<file path="src/wos_map.vh">
// register map, field positions and reset values of the waveform output sequencer
// included by the top design file, the checker, the host model and the bench; holds definitions only
`ifndef WOS_MAP_VH
`define WOS_MAP_VH

// word indices on the avalon slave
`define REG_CTRL 4'h0
`define REG_STATUS 4'h1
`define REG_DIVISOR 4'h2
`define REG_DELAY 4'h3
`define REG_COUNT 4'h4
`define REG_DATA 4'h5
`define REG_REF_SEL 4'h6
`define REG_OFS_SEL 4'h7
`define REG_LEVEL 4'h8

// control bits: 0..3 are self-clearing commands
`define C_START 0
`define C_STOP 1
`define C_SWUPD 2
`define C_QCLR 3
`define C_HWTIMED 4
`define C_BUFFERED 5
`define C_CONT 6
`define C_REGEN_LO 7
`define C_REGEN_HI 8
`define C_EXTSTROBE 9
`define C_STROBE_FALL 10
`define C_BSRC_LO 11
`define C_BSRC_HI 12
`define C_BEGIN_FALL 13
`define C_HOLD_EN 14
`define C_HOLD_ANALOG 15
`define C_HOLD_LOW 16
`define CTRL_KEEP_LO 4
`define CTRL_KEEP_HI 16

// status bits
`define S_RUNNING 0
`define S_ARMED 1
`define S_EMPTY 2
`define S_FULL 3
`define S_UNDERFLOW 4
`define S_HELD 5
`define S_LOADED 6

// continuous data modes
`define REGEN_HOST 2'h0
`define REGEN_QUEUE 2'h1
`define REGEN_NONE 2'h2

// begin trigger sources
`define BSRC_SW 2'h0
`define BSRC_PIN 2'h1
`define BSRC_ANALOG 2'h2

// reference kinds: 10 V, 5 V, external input, other channel
`define REF_10V 2'h0
`define REF_5V 2'h1
`define REF_EXT 2'h2
`define REF_CHAN 2'h3
// offset kinds: ground, 5 V, external input, other channel
`define OFS_GND 2'h0
`define OFS_5V 2'h1
`define OFS_EXT 2'h2
`define OFS_CHAN 2'h3

// data word: code in 15:0, channel in 17:16
`define D_CODE_HI 15
`define D_CH_LO 16
`define D_CH_HI 17

// reset values
`define DELAY_RST 32'h00000002
`define DIVISOR_RST 32'h00000064
`define COUNT_RST 32'h00000001

`endif

</file>
<file path="src/sample_queue.v">
// first-in-first-out sample store between the host side and the converters
// assumes push and pop are single-cycle pulses; head data is valid while not empty
`timescale 1ns/1ns
module sample_queue #(
  parameter W = 64,
  parameter AW = 4
)(
  input wire clk,
  input wire rstn,
  input wire clear,
  input wire push,
  input wire [W-1:0] push_data,
  input wire pop,
  output wire [W-1:0] head,
  output wire empty,
  output wire full,
  output wire [AW:0] level
);
  localparam [AW:0] DEPTH = 1 << AW;
  reg [W-1:0] mem [0:(1<<AW)-1];
  reg [AW-1:0] wr_ptr_reg;
  reg [AW-1:0] rd_ptr_reg;
  reg [AW:0] cnt_reg;
  wire do_push;
  wire do_pop;

  assign empty = (cnt_reg == {(AW+1){1'b0}});
  assign full = (cnt_reg == DEPTH);
  assign level = cnt_reg;
  assign head = mem[rd_ptr_reg];
  // a push into a full queue is taken only when a pop frees the slot
  assign do_pop = pop && !empty;
  assign do_push = push && (!full || do_pop);

  // storage, written by index
  always @(posedge clk)
  begin
    if (do_push)
      mem[wr_ptr_reg] <= push_data;
  end

  // pointers and fill count
  always @(posedge clk or negedge rstn)
  begin
    if (!rstn)
    begin
      wr_ptr_reg <= {AW{1'b0}};
      rd_ptr_reg <= {AW{1'b0}};
      cnt_reg <= {(AW+1){1'b0}};
    end
    else if (clear)
    begin
      wr_ptr_reg <= {AW{1'b0}};
      rd_ptr_reg <= {AW{1'b0}};
      cnt_reg <= {(AW+1){1'b0}};
    end
    else
    begin
      if (do_push)
        wr_ptr_reg <= wr_ptr_reg + 1'b1;
      if (do_pop)
        rd_ptr_reg <= rd_ptr_reg + 1'b1;
      if (do_push && !do_pop)
        cnt_reg <= cnt_reg + 1'b1;
      else if (do_pop && !do_push)
        cnt_reg <= cnt_reg - 1'b1;
    end
  end
endmodule

</file>
<file path="src/strobe_divider.v">
// divides the update strobe base ticks into update strobes
// assumes tick is a one-cycle pulse; start reloads the first-strobe delay
`timescale 1ns/1ns
module strobe_divider #(
  parameter CW = 32
)(
  input wire clk,
  input wire rstn,
  input wire start,
  input wire enable,
  input wire tick,
  input wire [CW-1:0] divisor,
  input wire [CW-1:0] delay,
  output reg strobe
);
  reg [CW-1:0] cnt_reg;
  wire [CW-1:0] one;

  assign one = {{(CW-1){1'b0}}, 1'b1};

  // count base ticks; first strobe after delay ticks, then every divisor ticks
  always @(posedge clk or negedge rstn)
  begin
    if (!rstn)
    begin
      cnt_reg <= {CW{1'b0}};
      strobe <= 1'b0;
    end
    else
    begin
      strobe <= 1'b0;
      if (start)
        cnt_reg <= (delay == {CW{1'b0}}) ? one : delay;
      else if (enable && tick)
      begin
        if (cnt_reg <= one)
        begin
          strobe <= 1'b1;
          cnt_reg <= (divisor == {CW{1'b0}}) ? one : divisor;
        end
        else
          cnt_reg <= cnt_reg - one;
      end
    end
  end
endmodule

</file>
<file path="src/waveform_output_sequencer.v">
// waveform output sequencer: avalon-mm register slave, sample queue and update pacing
// assumes all trigger and strobe inputs are synchronous to clk; base_tick is a pulse
// Function
// two or four channels, one shared strobe
// each strobe pops one sample to converters
// sample queue between host and converters
// fixed variant: ground offset, 10 V reference
// selectable variant: per-channel 10/5 V/external reference
// full variant: offset ground/5 V/external/channel
// full variant: channel reference, never itself
// software timed: one command, one update
// hardware timed: divider or external strobe
// buffered: queue feeds converters per update
// finite mode stops after programmed count
// continuous mode runs until stop
// host reloads queue for standard regeneration
// queue-local replay; writes refused after loading
// non-regeneration: empty at update flags underflow
// non-buffered: direct registers applied each strobe
// usb variant forbids non-buffered hardware timing
// begin and hold triggers, digital or analog
// hold suppresses next updates, not current
// begin starts divider; first strobe after delay
// empty, full status; sticky underflow flag
//
// Implementation choices: register access over Avalon-MM and the register offsets.
`timescale 1ns/1ns
`include "wos_map.vh"
module waveform_output_sequencer #(
  parameter NUM_CH = 4,
  parameter VARIANT = 2,
  parameter USB_VARIANT = 0,
  parameter QUEUE_AW = 4
)(
  input wire clk,
  input wire rstn,
  input wire [3:0] avs_address,
  input wire avs_read,
  input wire avs_write,
  input wire [31:0] avs_writedata,
  output reg [31:0] avs_readdata,
  output reg avs_waitrequest,
  input wire base_tick,
  input wire ext_strobe,
  input wire begin_pin,
  input wire hold_pin,
  input wire analog_cmp,
  output reg [NUM_CH*16-1:0] dac_code,
  output reg dac_load,
  output reg [NUM_CH*4-1:0] ref_sel,
  output reg [NUM_CH*4-1:0] offset_sel,
  output reg gen_active
);
  localparam FW = NUM_CH * 16;
  localparam [2:0] ST_IDLE = 3'h1;
  localparam [2:0] ST_ARMED = 3'h2;
  localparam [2:0] ST_RUN = 3'h4;

  reg [2:0] state_reg;
  reg [31:0] ctrl_reg;
  reg [31:0] divisor_reg;
  reg [31:0] delay_reg;
  reg [31:0] count_reg;
  reg [31:0] remain_reg;
  reg [FW-1:0] stage_reg;
  reg underflow_reg;
  reg loaded_reg;
  reg begin_prev_reg;
  reg strobe_prev_reg;
  reg cmp_prev_reg;
  reg [31:0] rdata_next;
  integer i;

  wire [FW-1:0] q_head;
  wire [QUEUE_AW:0] q_level;
  wire q_empty;
  wire q_full;
  wire div_strobe;
  wire acc;
  wire wr_ctrl;
  wire wr_data;
  wire [1:0] regen;
  wire hwtimed;
  wire buffered;
  wire begin_evt;
  wire held;
  wire ext_edge;
  wire hw_strobe;
  wire upd_hw;
  wire upd_sw;
  wire do_pop;
  wire do_push;
  wire div_start;
  wire last_ch;
  wire [1:0] wr_ch;
  wire [FW-1:0] frame;
  wire q_clear;
  wire stop_cmd;
  wire finite_done;
  wire uf_evt;
  wire rotate;

  // a request is accepted on the edge where waitrequest is low
  assign acc = (avs_read || avs_write) && !avs_waitrequest;
  assign wr_ctrl = acc && avs_write && (avs_address == `REG_CTRL);
  assign wr_data = acc && avs_write && (avs_address == `REG_DATA);
  assign regen = ctrl_reg[`C_REGEN_HI:`C_REGEN_LO];
  assign hwtimed = ctrl_reg[`C_HWTIMED];
  // usb variant is always buffered when hardware timed
  assign buffered = ctrl_reg[`C_BUFFERED] || (USB_VARIANT != 0);
  assign stop_cmd = wr_ctrl && avs_writedata[`C_STOP];
  assign q_clear = wr_ctrl && avs_writedata[`C_QCLR];
  assign rotate = do_pop && ctrl_reg[`C_CONT] && (regen == `REGEN_QUEUE);

  // begin trigger: software command, pin edge or analog comparator rising edge
  assign begin_evt = (state_reg == ST_ARMED) &&
    (((ctrl_reg[`C_BSRC_HI:`C_BSRC_LO] == `BSRC_SW) && wr_ctrl && avs_writedata[`C_START]) ||
     ((ctrl_reg[`C_BSRC_HI:`C_BSRC_LO] == `BSRC_PIN) &&
      (ctrl_reg[`C_BEGIN_FALL] ? (begin_prev_reg && !begin_pin) : (!begin_prev_reg && begin_pin))) ||
     ((ctrl_reg[`C_BSRC_HI:`C_BSRC_LO] == `BSRC_ANALOG) && !cmp_prev_reg && analog_cmp));

  // hold trigger is level sensitive: pin with polarity, or comparator high
  assign held = ctrl_reg[`C_HOLD_EN] &&
    (ctrl_reg[`C_HOLD_ANALOG] ? analog_cmp : (hold_pin ^ ctrl_reg[`C_HOLD_LOW]));

  // pacing strobe from the divider or from the external strobe edge
  assign ext_edge = ctrl_reg[`C_STROBE_FALL] ? (strobe_prev_reg && !ext_strobe) :
    (!strobe_prev_reg && ext_strobe);
  assign hw_strobe = ctrl_reg[`C_EXTSTROBE] ? ext_edge : div_strobe;
  // a held strobe is dropped; an update already issued completes
  assign upd_hw = (state_reg == ST_RUN) && hwtimed && hw_strobe && !held;
  assign upd_sw = wr_ctrl && avs_writedata[`C_SWUPD] && !avs_writedata[`C_HWTIMED];
  assign div_start = begin_evt;

  // queue traffic: pop on buffered updates; queue-local replay rotates the head back in
  assign do_pop = upd_hw && buffered && !q_empty;
  assign uf_evt = upd_hw && buffered && q_empty && ctrl_reg[`C_CONT] &&
    (regen == `REGEN_NONE);
  assign wr_ch = avs_writedata[`D_CH_HI:`D_CH_LO];
  assign last_ch = (wr_ch == NUM_CH - 1);
  assign do_push = (do_pop && ctrl_reg[`C_CONT] && (regen == `REGEN_QUEUE)) ||
    (wr_data && buffered && last_ch && !loaded_reg);
  assign frame = rotate ? q_head : stage_next(stage_reg, wr_ch, avs_writedata[`D_CODE_HI:0]);
  assign finite_done = upd_hw && !ctrl_reg[`C_CONT] && (remain_reg <= 32'h00000001);

  // place one channel code into the staging frame
  function [FW-1:0] stage_next;
    input [FW-1:0] cur;
    input [1:0] ch;
    input [15:0] code;
    integer k;
    begin
      stage_next = cur;
      for (k = 0; k < NUM_CH; k = k + 1)
        if (ch == k)
          stage_next[k*16 +: 16] = code;
    end
  endfunction

  // clean a selection field per variant; a channel naming itself is refused
  function [3:0] sel_fix;
    input [3:0] req;
    input [3:0] cur;
    input is_ref;
    input integer ch;
    begin
      if (VARIANT == 0)
        sel_fix = is_ref ? {2'h0, `REF_10V} : {2'h0, `OFS_GND};
      else if (VARIANT == 1 && !is_ref)
        sel_fix = {2'h0, `OFS_GND};
      else if (VARIANT == 1 && req[1:0] == `REF_CHAN)
        sel_fix = cur;
      else if (req[1:0] == `REF_CHAN && (req[3:2] == ch || req[3:2] >= NUM_CH))
        sel_fix = cur;
      else
        sel_fix = req;
    end
  endfunction

  sample_queue #(
    .W(FW),
    .AW(QUEUE_AW)
  ) u_queue (
    .clk(clk),
    .rstn(rstn),
    .clear(q_clear),
    .push(do_push),
    .push_data(frame),
    .pop(do_pop),
    .head(q_head),
    .empty(q_empty),
    .full(q_full),
    .level(q_level)
  );

  strobe_divider #(
    .CW(32)
  ) u_div (
    .clk(clk),
    .rstn(rstn),
    .start(div_start),
    .enable(state_reg == ST_RUN),
    .tick(base_tick),
    .divisor(divisor_reg),
    .delay(delay_reg),
    .strobe(div_strobe)
  );

  // read mux, sampled while the slave still holds waitrequest
  always @*
  begin
    rdata_next = 32'h00000000;
    case (avs_address)
      `REG_CTRL: rdata_next = {15'h0000, ctrl_reg[`CTRL_KEEP_HI:`CTRL_KEEP_LO], 4'h0};
      `REG_STATUS:
      begin
        rdata_next[`S_RUNNING] = (state_reg == ST_RUN);
        rdata_next[`S_ARMED] = (state_reg == ST_ARMED);
        rdata_next[`S_EMPTY] = q_empty;
        rdata_next[`S_FULL] = q_full;
        rdata_next[`S_UNDERFLOW] = underflow_reg;
        rdata_next[`S_HELD] = held;
        rdata_next[`S_LOADED] = loaded_reg;
      end
      `REG_DIVISOR: rdata_next = divisor_reg;
      `REG_DELAY: rdata_next = delay_reg;
      `REG_COUNT: rdata_next = count_reg;
      `REG_REF_SEL: rdata_next[NUM_CH*4-1:0] = ref_sel;
      `REG_OFS_SEL: rdata_next[NUM_CH*4-1:0] = offset_sel;
      `REG_LEVEL: rdata_next[QUEUE_AW:0] = q_level;
      default: rdata_next = 32'h00000000;
    endcase
  end

  // avalon handshake: one wait cycle, then one cycle with waitrequest low
  always @(posedge clk or negedge rstn)
  begin
    if (!rstn)
    begin
      avs_waitrequest <= 1'b1;
      avs_readdata <= 32'h00000000;
    end
    else
    begin
      avs_waitrequest <= !((avs_read || avs_write) && avs_waitrequest);
      if (avs_read && avs_waitrequest)
        avs_readdata <= rdata_next;
    end
  end

  // configuration registers and selection fields
  always @(posedge clk or negedge rstn)
  begin
    if (!rstn)
    begin
      ctrl_reg <= 32'h00000000;
      divisor_reg <= `DIVISOR_RST;
      delay_reg <= `DELAY_RST;
      count_reg <= `COUNT_RST;
      ref_sel <= {(NUM_CH*4){1'b0}};
      offset_sel <= {(NUM_CH*4){1'b0}};
    end
    else if (acc && avs_write)
    begin
      case (avs_address)
        `REG_CTRL: ctrl_reg[`CTRL_KEEP_HI:`CTRL_KEEP_LO] <= avs_writedata[`CTRL_KEEP_HI:`CTRL_KEEP_LO];
        `REG_DIVISOR: divisor_reg <= avs_writedata;
        `REG_DELAY: delay_reg <= avs_writedata;
        `REG_COUNT: count_reg <= avs_writedata;
        `REG_REF_SEL:
          for (i = 0; i < NUM_CH; i = i + 1)
            ref_sel[i*4 +: 4] <= sel_fix(avs_writedata[i*4 +: 4], ref_sel[i*4 +: 4], 1'b1, i);
        `REG_OFS_SEL:
          for (i = 0; i < NUM_CH; i = i + 1)
            offset_sel[i*4 +: 4] <= sel_fix(avs_writedata[i*4 +: 4], offset_sel[i*4 +: 4], 1'b0, i);
        default: ctrl_reg <= ctrl_reg;
      endcase
    end
  end

  // generation sequence: idle, armed for the begin trigger, running
  always @(posedge clk or negedge rstn)
  begin
    if (!rstn)
    begin
      state_reg <= ST_IDLE;
      remain_reg <= 32'h00000000;
      loaded_reg <= 1'b0;
      gen_active <= 1'b0;
    end
    else
    begin
      case (state_reg)
        ST_IDLE:
          if (wr_ctrl && avs_writedata[`C_START])
            state_reg <= ST_ARMED;
        ST_ARMED:
          if (stop_cmd)
            state_reg <= ST_IDLE;
          else if (begin_evt)
          begin
            state_reg <= ST_RUN;
            remain_reg <= count_reg;
            loaded_reg <= ctrl_reg[`C_CONT] && (regen == `REGEN_QUEUE);
          end
        ST_RUN:
          if (stop_cmd || finite_done)
          begin
            state_reg <= ST_IDLE;
            loaded_reg <= 1'b0;
          end
          else if (upd_hw && !ctrl_reg[`C_CONT])
            remain_reg <= remain_reg - 32'h00000001;
        default: state_reg <= ST_IDLE;
      endcase
      gen_active <= (state_reg == ST_RUN) && !stop_cmd && !finite_done;
    end
  end

  // staging frame, converter codes and the shared load pulse
  always @(posedge clk or negedge rstn)
  begin
    if (!rstn)
    begin
      stage_reg <= {FW{1'b0}};
      dac_code <= {FW{1'b0}};
      dac_load <= 1'b0;
    end
    else
    begin
      if (wr_data && !loaded_reg)
        stage_reg <= stage_next(stage_reg, wr_ch, avs_writedata[`D_CODE_HI:0]);
      dac_load <= 1'b0;
      if (do_pop)
      begin
        dac_code <= q_head;
        dac_load <= 1'b1;
      end
      else if ((upd_hw && !buffered) || upd_sw)
      begin
        dac_code <= stage_reg;
        dac_load <= 1'b1;
      end
    end
  end

  // edge history and the sticky underflow flag; a new event beats the clear
  always @(posedge clk or negedge rstn)
  begin
    if (!rstn)
    begin
      begin_prev_reg <= 1'b0;
      strobe_prev_reg <= 1'b0;
      cmp_prev_reg <= 1'b0;
      underflow_reg <= 1'b0;
    end
    else
    begin
      begin_prev_reg <= begin_pin;
      strobe_prev_reg <= ext_strobe;
      cmp_prev_reg <= analog_cmp;
      if (uf_evt)
        underflow_reg <= 1'b1;
      else if (begin_evt || (acc && avs_write && avs_address == `REG_STATUS &&
               avs_writedata[`S_UNDERFLOW]))
        underflow_reg <= 1'b0;
    end
  end
endmodule

</file>
<file path="config.mk">
export PLATFORM = sky130hd
export DESIGN_NAME = waveform_output_sequencer
export DESIGN_NICKNAME = d
export VERILOG_FILES = /design/src/sample_queue.v /design/src/strobe_divider.v /design/src/waveform_output_sequencer.v
export VERILOG_INCLUDE_DIRS = /design/src
export SDC_FILE = /design/constraint.sdc
export NUM_CORES = 2
export LEC_CHECK = 0
export BUFFER_PORTS_ARGS = -buffer_cell sky130_fd_sc_hd__buf_2
export CORE_MARGIN = 1
export CORE_UTILIZATION = 50
export CTS_BUF_LIST = sky130_fd_sc_hd__clkbuf_8
export DETAILED_ROUTE_END_ITERATION = 10
export MAX_ROUTING_LAYER = met4
export PLACE_DENSITY = 0.66
export SYNTH_ARGS = -nofsm -noshare
export SYNTH_HDL_FRONTEND = slang
export SYNTH_SLANG_ARGS = --single-unit
</file>
<file path="constraint.sdc">
create_clock -name clk -period 7.36 [get_ports clk]
set_input_delay 1.104 -clock clk [delete_from_list [all_inputs] [get_ports clk]]
set_output_delay 1.104 -clock clk [all_outputs]
set_load 0.1 [all_outputs]
</file>
* Word level (Yosys, flattened, before mapping)
Memories as Yosys holds them, arrays and structs flattened.
Index checks and enable logic that the tools add are counted.
** Cells by class
- Bitwise logic cells :: 5
- Equal/unequal tests :: 33
- Mux-type cells :: 50
- Add/subtract/negate cells :: 6
- Reductions and logical operators :: 108
- Magnitude comparators :: 2
** Operators by type and width (count)
- $mux W32 :: 9
- $mux W64 :: 3
- $le A32 B1 Y1 const B :: 2
- $logic_not A32 Y1 :: 2
- $mux W16 :: 4
- $pmux W16 S4 :: 1
- $pmux W32 S2 :: 1
- $sub A32 B1 Y32 const B :: 2
- $pmux W9 S6 :: 1
- $logic_and A1 B1 Y1 :: 53
- $pmux W5 S8 :: 1
- $reduce_and A3 Y1 :: 9
- $eq A2 B2 Y1 const B :: 10
- $logic_not A1 Y1 :: 18
- $eq A4 B3 Y1 const B :: 4
- $mux W1 :: 16
- $mux W4 :: 4
- $mux W5 :: 3
- $pmux W2 S7 :: 1
- $mux W3 :: 4
- $ne A2 B2 Y1 const B :: 6
- $reduce_bool A2 Y1 :: 6
- $pmux W3 S3 :: 1
- $add A4 B1 Y4 const B :: 2
- 22 further kinds :: 41
** Word-level totals
- Word-level logic and storage cells :: 235
- Memories kept :: 1
- Output and inout bits :: 131
- Input port bits :: 45
- Memory bits (writable) :: 1024
- Flip-flop bits (word level) :: 390
** Memories
- u_queue.mem :: words 16, bits a word 64, rd ports 1, clocked after Yosys merged registers in 0, wr ports 1, line sample_queue.v:20 : reg [W-1:0] mem [0:(1<<AW)-1];

* Depth between registers and ports, before layout
- Depth in word-level cells :: 17
- Depth in mapped cells :: 12
- Mapped depth without buffers :: 11

* Cells and area by module
A second synthesis with hierarchy kept.
** Second synthesis, totals
- Cell total of the unflattened synthesis :: 3792
- Area, all modules :: 58926.5 sq um
** Modules (own cells, without submodules)
- sample_queue :: area an instance 39799.4 sq um, instances 1, cells each 1939, seq. area each 31074.8 sq um
- waveform_output_sequencer :: area an instance 16600.9 sq um, instances 1, cells each 1565, seq. area each 8617.0 sq um
- strobe_divider :: area an instance 2526.2 sq um, instances 1, cells each 288, seq. area each 825.8 sq um

* Worst setup path before layout
Ideal clock, no wire load.
- Path kind :: input-to-reg
- Start :: in avs_writedata[16]
- End :: mem u_queue.mem[4][0], enable pin
- Library setup time :: 565 ps
- Stages on the path :: 7
- Arrival time :: 6986 ps
- Data required time :: 6795 ps
- Slack :: -191 ps
- Path buffers :: 1
- Cells stage by stage :: buf_2 nand2_1 nor4_2 nand2_1 a21oi_2 nand2_1 nor3_1
** Between the ends
- Cells in the longest elaborated chain, start to end :: 7
** RTL lines
- from (decl) :: line waveform_output_sequencer.v:40 : input wire [31:0] avs_writedata,
- $eq A2 B2 Y1 :: line waveform_output_sequencer.v:140 : assign last_ch = (wr_ch == NUM_CH - 1);
- $logic_and A1 B1 Y1 (2 in a row) :: line waveform_output_sequencer.v:142 : (wr_data && buffered && last_ch && !loaded_reg);
- $logic_or A1 B1 Y1 :: line waveform_output_sequencer.v:141 : assign do_push = (do_pop && ctrl_reg[`C_CONT] && (regen == `REGEN_QUEUE)) ||
- $logic_and A1 B1 Y1 :: line sample_queue.v:33 : assign do_push = push && (!full || do_pop);
- $mux W1 :: line sample_queue.v:38 : if (do_push)
- $mux W1 (not written as such) :: line sample_queue.v:39 : mem[wr_ptr_reg] <= push_data;
- to (decl) :: line sample_queue.v:20
No other way between the ends.

* Worst setup path in the final report
- Start :: in avs_address[2]
- End :: mem u_queue.mem[15][22], enable pin
** Between the ends
- Cells in the longest elaborated chain, start to end :: 9
** RTL lines
- from (decl) :: line waveform_output_sequencer.v:37 : input wire [3:0] avs_address,
- $eq A4 B3 Y1 (no source line)
- $logic_and A1 B1 Y1 :: line waveform_output_sequencer.v:106 : assign wr_data = acc && avs_write && (avs_address == `REG_DATA);
- $logic_and A1 B1 Y1 (3 in a row) :: line waveform_output_sequencer.v:142
- $logic_or A1 B1 Y1 :: line waveform_output_sequencer.v:141
- $logic_and A1 B1 Y1 :: line sample_queue.v:33
- $mux W1 :: line sample_queue.v:38
- $mux W1 (not written as such) :: line sample_queue.v:39
No other way between the ends.

==> metrics.csv <==
metric;value;unit
drt_wl_total;164500;µm
cts_root_buf;clkbuf_8;
track_usage;0.2879;
routabilityCongestion;0.9328;
dp_worst_setup_slack;1.893;ns
ys_top_cells_by_count;edfxtp_1 (1024), dfrtp_1 (383), o21ai_0 (281);
p_leak;24.28;nW
layout_min_cycle_time;4.602;ns
synth_mux_area_frac;0.1380;
critPathSlowestCell;nor2_4;
hpwl;99180;µm
reg2reg_depth;7;
r2r_slack;2.87;ns
synth_nets;3837;
p_per_area;263.1;mW/mm²
antenna_found_initial;5;
drive_above_1_share;0.2395;
largest_reg_flops;1024;
hold_path.class;primary input to async pin;
dr.pass1.iters;8;
worstMarginPinSlew;1.396;ns
crit_required;7.90;ns
grt_start_max_net_pins;131;
rows;125;
synth_fa_ha_area_frac;0.003126;
cts_setup_buffers;0;
cts_resized;0;
fin_skew;0.04232;ns
r2r_end;u_queue.mem[15][22];
final_area;0.06576;mm²
grt_overflow_total;0;
hold_viol_final;0;
clk_latency;0.90;ns
design.portCount;176;
drt_first_iter_violations;4141;
clk_path_buf_depth;3;
status;finished clean;
cts-buffers-inserted;222;
dp.cells;5322;
finalWorstSetupSlack;2.758;ns
drtAntennaViolNets;0;
viasPerCell;6.302;
async_reset_ff_frac;0.2758;
cap_violations;0;
synth_compound_area_frac;0.08628;
synth_top_family_by_area;multiplexers;
crit_chain;buf_2 -> or3b_2 -> nor4_4 -> nand2_1 -> a21oi_2 -> nand3_1 -> nor2_4 -> buf_12;
postCtsHoldBufs;0;
synth_top_area_share;0.5263;
ys.flop_type;edfxtp_1;
maxSlewHeadroom;0.06940;
via_count;36210;
synth-seq-cells;1414;
port_buffers;175;
cp-end-kind;register;
synth_top_area_cell;edfxtp_1;
final_cells;5746;
path_class;primary input to register;
power;17.30;mW
remaining_drc_errors;0;
ys_types;79;
placed_area;0.06117;mm²
synth.most_common_cell;edfxtp_1;
clkTransAtPathRegs;0.06;ns
fmax;0.2173;GHz
grt_first_pass_wirelength;239700;µm
clock_sinks;1414;
final_util;0.5667;
synthXorXnorAreaFrac;0.004497;
synth_area_leaders;edfxtp_1 (53%), dfrtp_1 (16%), mux4_2 (7.4%);
synth_warnings;0;
fp.dieH;343.8;µm
wl_per_cell;28.64;µm
synthCells;3778;
cts_tree;built;
worst_setup_path_start_kind;primary input;
setup_violations;0;
cp_data_arrival_time;5.14;ns
multiInputGateArea;0.01694;mm²
die_area;0.1182;mm²
rsz0062_at_grt;false;
grt_pass1_vias;35080;
cpPeakStageDelay;1.01;ns
area_growth;12.55;%
period_share;0.6252;
peakVddDrop;187.5;µV
seq_area_frac_synth;0.6935;
synth_enable_flop_cells;1024;
rr_startpoint;loaded_reg;
path_max_fanout;34;
fill_cells;9073;
synthSimpleGateAreaFrac;0.05503;
layout.area.seq;0.04053;mm²
layout.nets;4081;
start_util;0.5035;
core_area;0.1160;mm²
die_w;343.8;µm
final-max-slew-violation-count;0;
syn_avg_cell_area;15.47;µm²
synthesis.area;0.05843;mm²
cts_max_level;4;
==> layout make-up <==
class | count | area share
Clock buffer | 249 | 0.05211
Clock inverter | 170 | 0.01752
Timing Repair Buffer | 270 | 0.02546
Multi-Input combinational cell | 2083 | 0.2576
Inverter | 31 | 0.001788
Sequential cell | 1414 | 0.6163
Antenna cell | 5 | 0.0001903
Tap cell | 1524 | 0.02900
==> power breakdown <==
group          switching (mW)  internal (mW)  leakage (nW)  total, mW
clock                    3.22           3.54          2.62       6.76
sequential              0.320           8.73          15.0       9.05
combinational            1.10          0.389          6.68       1.49
==> placed cells by master (no fill, tap or decap), types with 24 or more instances in the layout <==
cell type / netlist / layout
a21oi_1: 195 / 195
a221oi_1: 71 / 71
a222oi_1: 40 / 40
a22oi_1: 81 / 81
a31oi_1: 25 / 24
buf_2: 46 / 174
buf_4: 1 / 89
clkbuf_8: 0 / 249
clkinv_1: 0 / 36
clkinv_2: 0 / 40
dfrtp_1: 383 / 380
edfxtp_1: 1024 / 1024
inv_1: 31 / 97
mux2_2: 164 / 164
mux2i_1: 189 / 189
mux4_2: 192 / 192
nand2_1: 252 / 251
nand3_1: 29 / 29
nor2_1: 233 / 226
nor3_1: 34 / 30
nor4_1: 31 / 30
o21ai_0: 281 / 281
==> stage by stage <==
step / hold WS (ns) / setup TNS, ns
global placement: 0.4582 / 0
floorplan: 0.4493 / -48.79
global route: 0.3037 / 0
detailed placement: 0.4647 / 0
finish: 0.2822 / 0
CTS: 0.2756 / 0
==> worst max-delay path: cells and delay by family <==
kind,cells,cell delay [ns]
buffers and inverters,2,0.59
AOI/OAI and AO/OA,1,0.56
and+or+nand+nor,5,2.83
==> cells by family (layout without fill, tap and decap cells) <==
| kind of cell | count (synthesis) | count (layout) |
|---|---|---|
| DFF | 1414 | 1414 |
| AOI/OAI and AO/OA | 799 | 799 |
| and+or+nand+nor | 695 | 695 |
| muxes | 545 | 545 |
| buffers and inverters | 281 | 720 |
| xor gates and xnor gates | 30 | 30 |
| adders and majority gates | 14 | 14 |
| other | 0 | 5 |
==> how the worst max path moves through the flow <==
stage	end	from	slack, ns	cells past startpoint
after global placement	u_queue.mem[15][29]	avs_address[2]	1.97	8
after detailed placement	u_queue.mem[15][26]	avs_address[2]	1.89	8
after global routing	u_queue.mem[15][23]	avs_address[2]	2.57	8
after floorplan	u_queue.mem[4][0]	avs_writedata[16]	-0.19	7
after CTS	u_queue.mem[15][23]	avs_address[2]	2.85	8
final	u_queue.mem[15][22]	avs_address[2]	2.76	8
==> layer usage <==
layer | vias to the layer above | wire, µm | global-route usage
li1 | 15380 | - | -
met1 | 18730 | 66430 | 0.3856
met2 | 1788 | 78220 | 0.4411
met3 | 316 | 13930 | 0.05288
met4 | 0 | 5978 | 0.1076
met5 | - | 0 | -
Note: power is estimated with default switching activity, not from simulation.
